$ cat src/mpr_cal_pkg.sv
package mpr_cal_pkg;

  // command encoding on {cs_n, ras_n, cas_n, we_n}
  localparam logic [3:0] CMD_MRS = 4'h0;
  localparam logic [3:0] CMD_READ = 4'h5;
  localparam logic [3:0] CMD_ZQ = 4'h6;
  localparam logic [3:0] CMD_WRITE = 4'h4;

  // mode register selection on bank address
  localparam logic [2:0] BA_MR0 = 3'h0;
  localparam logic [2:0] BA_MR1 = 3'h1;
  localparam logic [2:0] BA_MR2 = 3'h2;
  localparam logic [2:0] BA_MR3 = 3'h3;

  // field positions
  localparam int MR3_EN_BIT = 2;
  localparam int MR3_SEL_LSB = 0;
  localparam int A_BC_BIT = 12;
  localparam int A_ZQL_BIT = 10;
  localparam int A_NIB_BIT = 2;
  localparam int MR0_CL_LSB = 4;
  localparam int MR1_AL_LSB = 3;

  localparam logic [1:0] MR3_SEL_PATTERN = 2'h0;
  localparam logic [1:0] MR0_BL_FIXED8 = 2'h0;
  localparam logic [1:0] MR0_BL_OTF = 2'h1;
  localparam logic [13:0] MR_RESET = 14'h0000;
  localparam logic [7:0] PATTERN_WORD = 8'hAA;

  // calibration windows and burst lengths in clock cycles
  localparam int ZQINIT_CYC = 512;
  localparam int ZQOPER_CYC = 256;
  localparam int ZQCS_CYC = 64;
  localparam int BURST_BEATS = 8;
  localparam int CHOP_BEATS = 4;

  localparam int FIFO_DEPTH = 8;
  localparam int FIFO_WIDTH = 5;

  typedef struct packed {
    logic [3:0] cmd;
    logic [2:0] ba;
    logic [13:0] addr;
  } cmd_bus_t;

  // one burst request queued for readout
  typedef struct packed {
    logic chop;
    logic nibble;
    logic pattern;
    logic [1:0] spare;
  } burst_req_t;

endpackage : mpr_cal_pkg

$ cat src/burst_fifo.sv
`timescale 1ns/1ps
`default_nettype none
module burst_fifo #(
  parameter int WIDTH = 5,
  parameter int DEPTH = 8
) (
  input wire logic clk,
  input wire logic rstn,
  input wire logic in_valid,
  output logic in_ready,
  input wire logic [WIDTH-1:0] in_data,
  output logic out_valid,
  input wire logic out_ready,
  output logic [WIDTH-1:0] out_data
);
  localparam int AW = $clog2(DEPTH);
  logic [WIDTH-1:0] mem [DEPTH];
  logic [AW:0] wr_reg;
  logic [AW:0] rd_reg;
  wire full = (wr_reg[AW] != rd_reg[AW]) && (wr_reg[AW-1:0] == rd_reg[AW-1:0]);
  wire empty = wr_reg == rd_reg;
  wire push = in_valid && !full;
  wire pop = out_ready && !empty;
  assign in_ready = !full;
  assign out_valid = !empty;
  assign out_data = mem[rd_reg[AW-1:0]];

  always_ff @(posedge clk) begin
    if (push) begin
      mem[wr_reg[AW-1:0]] <= in_data;
    end
  end

  always_ff @(posedge clk) begin
    if (!rstn) begin
      wr_reg <= '0;
      rd_reg <= '0;
    end else begin
      if (push) wr_reg <= wr_reg + 1'b1;
      if (pop) rd_reg <= rd_reg + 1'b1;
    end
  end
endmodule : burst_fifo
`default_nettype wire

$ cat src/mpr_cal_dev.sv
`timescale 1ns/1ps
`default_nettype none
module mpr_cal_dev (
  input wire logic clk,
  input wire logic rstn,
  input wire mpr_cal_pkg::cmd_bus_t cmd_in,
  input wire logic [7:0] dq_in,
  output logic [7:0] dq_out,
  output logic dq_oe_n,
  output logic dqs_out,
  output logic data_valid,
  output logic zq_busy,
  output logic pattern_mode,
  output logic [13:0] mr0_value,
  output logic [13:0] mr1_value,
  output logic [13:0] mr2_value,
  output logic [13:0] mr3_value,
  output logic cmd_error,
  output logic queue_full
);
  ////////////////////////////////////////////////////////////////////////
  // command decode
  logic [13:0] mr0_reg, mr1_reg, mr2_reg, mr3_reg;
  wire is_mrs = cmd_in.cmd == mpr_cal_pkg::CMD_MRS;
  wire is_read = cmd_in.cmd == mpr_cal_pkg::CMD_READ;
  wire is_zq = cmd_in.cmd == mpr_cal_pkg::CMD_ZQ;
  wire is_write = cmd_in.cmd == mpr_cal_pkg::CMD_WRITE;
  wire mpr_en = mr3_reg[mpr_cal_pkg::MR3_EN_BIT];
  wire [1:0] mpr_sel = mr3_reg[mpr_cal_pkg::MR3_SEL_LSB +: 2];
  wire [1:0] bl_mode = mr0_reg[1:0];
  // on-the-fly: a12 high means full burst; fixed modes ignore a12
  wire chop = (bl_mode == mpr_cal_pkg::MR0_BL_OTF) ? !cmd_in.addr[mpr_cal_pkg::A_BC_BIT]
                                                   : (bl_mode != mpr_cal_pkg::MR0_BL_FIXED8);
  wire [4:0] cl = 5'(mr0_reg[mpr_cal_pkg::MR0_CL_LSB +: 3]) + 5'h4;
  wire [4:0] al = 5'(mr1_reg[mpr_cal_pkg::MR1_AL_LSB +: 2]);
  wire [5:0] rl = 6'(cl) + 6'(al);
  // reserved selector codes read out as driven all-zero beats
  wire pat_ok = mpr_sel == mpr_cal_pkg::MR3_SEL_PATTERN;

  ////////////////////////////////////////////////////////////////////////
  // read latency pipeline feeding the queue
  logic [63:0] lat_pipe_reg;
  logic [4:0] req_pipe_reg [64];
  wire mpr_read = is_read && mpr_en && !zq_busy;
  mpr_cal_pkg::burst_req_t req_new;
  assign req_new = '{chop: chop, nibble: cmd_in.addr[mpr_cal_pkg::A_NIB_BIT],
                     pattern: pat_ok, spare: 2'h0};
  wire fifo_in_ready;
  wire fifo_out_valid;
  wire [4:0] fifo_out_data;
  logic burst_active_reg;
  logic [2:0] beat_reg;
  logic [2:0] last_reg;
  logic pat_reg;
  wire burst_done = burst_active_reg && (beat_reg == last_reg);
  wire fifo_pop = fifo_out_valid && (!burst_active_reg || burst_done);

  always_ff @(posedge clk) begin
    if (!rstn) begin
      lat_pipe_reg <= 64'h0000000000000000;
    end else begin
      // a request walks down one slot per clock and leaves at slot 0
      lat_pipe_reg <= {1'b0, lat_pipe_reg[63:1]} | (64'(mpr_read) << (rl - 6'h1));
    end
  end


  // payload moves in step with its valid bit; slot 63 is never loaded
  // a new read wins over the shifted slot, which is empty for one rl
  always_ff @(posedge clk) begin
    for (int i = 0; i < 63; i++) begin
      req_pipe_reg[i] <= req_pipe_reg[i + 1];
    end
    if (mpr_read) req_pipe_reg[rl - 6'h1] <= req_new;
  end


  burst_fifo #(.WIDTH(mpr_cal_pkg::FIFO_WIDTH), .DEPTH(mpr_cal_pkg::FIFO_DEPTH)) u_fifo (
    .clk(clk),
    .rstn(rstn),
    .in_valid(lat_pipe_reg[0]),
    .in_ready(fifo_in_ready),
    .in_data(req_pipe_reg[0]),
    .out_valid(fifo_out_valid),
    .out_ready(fifo_pop),
    .out_data(fifo_out_data)
  );

  mpr_cal_pkg::burst_req_t head;
  assign head = fifo_out_data;
  // beat index: chop with a2 set starts at position 4
  wire [2:0] first_beat = (head.chop && head.nibble) ? 3'h4 : 3'h0;
  wire [2:0] last_beat = head.chop ? (first_beat + 3'h3) : 3'h7;
  // pattern bit per beat: 0,1,0,1 so odd beats are one
  wire [7:0] beat_word = pat_reg ? {8{mpr_cal_pkg::PATTERN_WORD[beat_reg]}} : 8'h00;

  ////////////////////////////////////////////////////////////////////////
  // mode registers, calibration timer, burst output
  logic [9:0] zq_cnt_reg;
  logic [7:0] dq_loop_unused;
  assign dq_loop_unused = dq_in;

  always_ff @(posedge clk) begin
    if (!rstn) begin
      mr0_reg <= mpr_cal_pkg::MR_RESET;
      mr1_reg <= mpr_cal_pkg::MR_RESET;
      mr2_reg <= mpr_cal_pkg::MR_RESET;
      mr3_reg <= mpr_cal_pkg::MR_RESET;
      zq_cnt_reg <= 10'h000;
      cmd_error <= 1'b0;
    end else begin
      if (is_mrs && !zq_busy) begin
        case (cmd_in.ba)
          mpr_cal_pkg::BA_MR0: mr0_reg <= cmd_in.addr;
          mpr_cal_pkg::BA_MR1: mr1_reg <= cmd_in.addr;
          mpr_cal_pkg::BA_MR2: mr2_reg <= cmd_in.addr;
          mpr_cal_pkg::BA_MR3: mr3_reg <= cmd_in.addr;
          default: ;
        endcase
      end
      // a new zq command restarts the window; long or short by a10
      if (is_zq) begin
        zq_cnt_reg <= cmd_in.addr[mpr_cal_pkg::A_ZQL_BIT] ? 10'(mpr_cal_pkg::ZQOPER_CYC)
                                                          : 10'(mpr_cal_pkg::ZQCS_CYC);
      end else if (zq_cnt_reg != 10'h000) begin
        zq_cnt_reg <= zq_cnt_reg - 10'h001;
      end
      // flags a write or bad read during pattern mode, sticky to reset
      if (mpr_en && (is_write || (is_read && !fifo_in_ready))) cmd_error <= 1'b1;
    end
  end

  always_ff @(posedge clk) begin
    if (!rstn) begin
      burst_active_reg <= 1'b0;
      beat_reg <= 3'h0;
      last_reg <= 3'h0;
      pat_reg <= 1'b0;
      dq_out <= 8'h00;
      dq_oe_n <= 1'b1;
      dqs_out <= 1'b0;
      data_valid <= 1'b0;
    end else begin
      if (fifo_pop) begin
        burst_active_reg <= 1'b1;
        beat_reg <= first_beat;
        last_reg <= last_beat;
        pat_reg <= head.pattern;
      end else if (burst_done) begin
        burst_active_reg <= 1'b0;
      end else if (burst_active_reg) begin
        beat_reg <= beat_reg + 3'h1;
      end
      dq_out <= burst_active_reg ? beat_word : 8'h00;
      // bus stays released during calibration windows
      dq_oe_n <= !burst_active_reg || zq_busy;
      dqs_out <= burst_active_reg && !beat_reg[0];
      data_valid <= burst_active_reg;
    end
  end

  always_ff @(posedge clk) begin
    if (!rstn) begin
      zq_busy <= 1'b0;
      pattern_mode <= 1'b0;
      mr0_value <= mpr_cal_pkg::MR_RESET;
      mr1_value <= mpr_cal_pkg::MR_RESET;
      mr2_value <= mpr_cal_pkg::MR_RESET;
      mr3_value <= mpr_cal_pkg::MR_RESET;
      queue_full <= 1'b0;
    end else begin
      zq_busy <= is_zq || (zq_cnt_reg > 10'h001);
      pattern_mode <= mpr_en;
      mr0_value <= mr0_reg;
      mr1_value <= mr1_reg;
      mr2_value <= mr2_reg;
      mr3_value <= mr3_reg;
      queue_full <= !fifo_in_ready;
    end
  end
endmodule : mpr_cal_dev
`default_nettype wire

$ cat config.mk
export PLATFORM = sky130hd
export DESIGN_NAME = mpr_cal_dev
export DESIGN_NICKNAME = d
export VERILOG_FILES = /design/src/mpr_cal_pkg.sv /design/src/burst_fifo.sv /design/src/mpr_cal_dev.sv
export SDC_FILE = /design/constraint.sdc
export NUM_CORES = 1
export LEC_CHECK = 0
export ABC_AREA = 1
export BUFFER_PORTS_ARGS = -buffer_cell sky130_fd_sc_hd__buf_4
export CORE_MARGIN = 1
export CORE_UTILIZATION = 57
export CTS_CLUSTER_DIAMETER = 60
export CTS_CLUSTER_SIZE = 12
export DETAILED_ROUTE_END_ITERATION = 8
export GPL_ROUTABILITY_DRIVEN = 0
export GPL_TIMING_DRIVEN = 0
export PLACE_DENSITY = 0.84
export REMOVE_ABC_BUFFERS = 1
export SLEW_MARGIN = 15
export SYNTH_ARGS = -nofsm -noshare
export SYNTH_HDL_FRONTEND = slang
export SYNTH_SLANG_ARGS = --single-unit
$ cat constraint.sdc
create_clock -name clk -period 2.7 [get_ports clk]
set_input_delay 0.27 -clock clk [delete_from_list [all_inputs] [get_ports clk]]
set_output_delay 0.27 -clock clk [all_outputs]
set_load 0.03 [all_outputs]
==> metrics <==
status=finished, final reports clean; Worst slew margin=0.335; I/O Pins=slightly above 100; Worst VDD drop=around 0.47 mV; Synth Area in Adders=0.0159; yosys warns=0; Worst Setup Slack, final=between 200 and 250 ps; Area Overhead vs Synth=16.9%; Synth area leaders=dfxtp_1, nand2_1, edfxtp_1, inv_1, a21oi_1; combinational share of power=0.139; XOR/XNOR share of the synthesized area=0.00946; RR Endpoint=req_pipe_reg[2][3]; final hold vios=0; net switching power=2.08 mW; number of H-tree levels=1; worst slew pin tran=roughly 990 ps; initial antenna violation count=0; largest area contributor in the netlist=dfxtp_1; crit path max fanout=7; critical path class=reg2reg; Layout Skew=15.0 ps; I/O Buffers=between 90 and 100; hold_sp=cmd_in[0]; via count=6,656; HP Class=in2reg; crit path max-delay cell type=fa_1; Finished Cell Area=slightly below 10,000 µm²; Hold Path End=mr1_reg[0]; CTS tree=yes; Post-DP HPWL=roughly 12,000 µm; Simple-Gate Fraction of Synth Area=0.197; CP Capture Type=flip-flop; CP arrival=roughly 2800 ps; cell area power density=between 700 and 800 nW/µm²; Hold-fix buffers, CTS=0; Clock Sinks=~240; Avg WL per Cell=approximately 14 µm; post-synthesis cell area=~8300 µm²; max FFs per register=48; First DRT Iteration DRCs=667; Synth Area in Compound Gates=0.0985; Clock Path Buffers=3; Placement Cell Area=9130 µm²; period utilization=0.912; Root Driver=clkbuf_16; setup slack, reg-to-reg=around 240 ps; drt pass-1 iters=7; Hold Path Depth=3; Fmax achieved=slightly above 400 MHz; most frequent CP cell=inv_1; die area=between 15,000 and 20,000 µm²; GRT overflow=0; RSZ-0062 raised after global routing=no; die width=approximately 120 µm; vias per cell=5.31; CTS Buf Count=23; min Tclk post-route=2460 ps; Synth top area share=0.507; clock latency on the worst-skew pair=approximately 510 ps; GR Util All Layers=0.240; DRT antenna net count=0; multiplexer share of the synthesized area=0; cells after synthesis=989; Max Cap Viol=0; FF+latch count, synth=approximately 240; Initial Utilization=0.591; first-pass GRT wire length=roughly 29,000 µm; Netlist cell types=27; Slew Limit Fails=0; largest family of logic cells by synthesized area=simple AND/OR/NAND/NOR gates; sequential power share=0.498; sequential area share after synthesis=0.593; NumNets Final=about 1.1k; ant diodes=0; endpoints failing setup=0; R2R depth=11; share of cells above drive strength 1=0.125; largest net degree at the start of global routing=78; ys async rst share=0; Worst-path clk slew=60 ps; WL final=approximately 18,000 µm; CP Cell Sequence=inv_1 > ha_1 > inv_1 > ha_1 > inv_1 > fa_1 > inv_1 > nor3_1 > nand2_1 > nand2_1 > o21ai_0; fillers=1,056; CORE AREA=approximately 14,000 µm²; Critical Path RT=3060 ps; R2R Path Start=mr0_reg[5]; Primary FF master, synth=dfxtp_1; Pleak=approximately 4.3 nW; critical path launch point type=flip-flop; Place WS=about 270 ps; vias in the first global route=5,996; Die Y=123 µm; Worst path max stage delay=slightly below 600 ps; clock network power share=0.363; Int Power=approximately 5.6 mW; # rows=43; Post-synth EDFFs=24; Switching Share=0.272; DRC=0; Mapped Avg Cell Area=between 8 and 9 µm²
layer usage:
| metal | routed length [µm] | share of wire | global-route usage | up-vias |
|---|---|---|---|---|
| li1 | - | - | - | 3274 |
| met4 | 354 | 0.020 | 0.0694 | 0 |
| met3 | 928 | 0.051 | 0.0304 | 33 |
| met1 | 7780 | 0.43 | 0.324 | 3141 |
| met2 | 8990 | 0.50 | 0.405 | 208 |
| met5 | 0 | 0 | 0 | - |
stage by stage:
step	setup TNS (ps)	total power, mW	cells	utilization	hold WS, ps
floorplan	-4500	4.60	945	-	368
global placement	-77980	4.87	1218	0.642	407
detailed placement	0	4.92	1224	0.647	415
CTS	0	7.67	1253	0.691	52.7
global route	0	7.99	1253	0.691	65.7
finish	0	7.65	1253	0.691	63.7
cell usage in the layout (no fill, tap or decap), drive strengths merged:
master | synthesis | layout
or2 | 1 | 1
ha | 9 | 9
fa | 1 | 1
nor4 | 1 | 1
nand2 | 253 | 253
o21ai | 68 | 68
inv | 133 | 134
nor2 | 47 | 47
edfxtp | 24 | 24
o22ai | 1 | 1
clkinvlp | 0 | 1
dfxtp | 211 | 211
a211oi | 1 | 1
a21oi | 92 | 92
clkbuf | 26 | 27
xnor2 | 1 | 1
a31oi | 1 | 1
nor3b | 1 | 1
nand3 | 72 | 72
nand3b | 1 | 1
buf | 18 | 99
nor3 | 15 | 15
xor2 | 8 | 8
nand4 | 4 | 4
synth_stat cells (2+ instances only):
master and instances:
nor2_4 2, o21ai_1 3, nand3_1 72, clkbuf_1 26, a21oi_1 92, nand4_1 4, buf_2 6, nand2_1 253
edfxtp_1 24, ha_1 9, inv_1 133, buf_4 11, dfxtp_1 211, xor2_1 8, nor2_1 45, nor3_1 15
o21ai_0 65
power by group through the flow:
stage | Clock (mW) | Combinational [mW] | Sequential [mW]
3_5_place_dp | 0 | 1.04 | 3.88
6_report | 2.78 | 1.06 | 3.81
4_1_cts | 2.80 | 1.06 | 3.81
2_1_floorplan | 0 | 0.720 | 3.88
5_1_grt | 2.95 | 1.21 | 3.83
3_3_place_gp | 0 | 0.996 | 3.87
worst max-delay path, delay by kind of cell, from the launching register on:
kind,cells,cell delay (ps)
and+or+nand+nor,3,620
adders and majority gates,3,990
DFF,1,350
AOI/OAI and AO/OA,1,80
buffers and inverters,4,270
repair_timing:
| item | CTS | global route |
|---|---|---|
| gates resized for setup | 0 | 1 |
| buffers inserted | 0 | 0 |
| setup endpoints to repair | 0 | 2 |
final cells by class:
cell class	count	area, µm²	area share
Clock buffer	27	591	0.0606
Inverter	133	502	0.0515
Clock inverter	2	27.5	0.00282
Multi-Input combinational cell	577	2700	0.277
Timing Repair Buffer	99	758	0.0778
Sequential cell	235	4940	0.507
Tap cell	180	225	0.0231
how the worst max path moves through the flow:
stage	start	to	slack, ps
after floorplan	zq_busy	mr0_reg[0]	-170
after global placement	zq_busy	mr0_reg[6]	-1400
after detailed placement	zq_busy	mr3_reg[1]	270
after CTS	mr0_reg[5]	req_pipe_reg[10][4]	230
after global routing	mr0_reg[5]	req_pipe_reg[10][4]	20
final	mr0_reg[5]	req_pipe_reg[2][3]	240
cells by family after synthesis:
logic type / after synthesis
simple gates: 395
flops: 235
buf+inv: 177
compound gates: 163
fa+ha+maj: 10
xor+xnor: 9
Power figures use the tool's default switching activity.
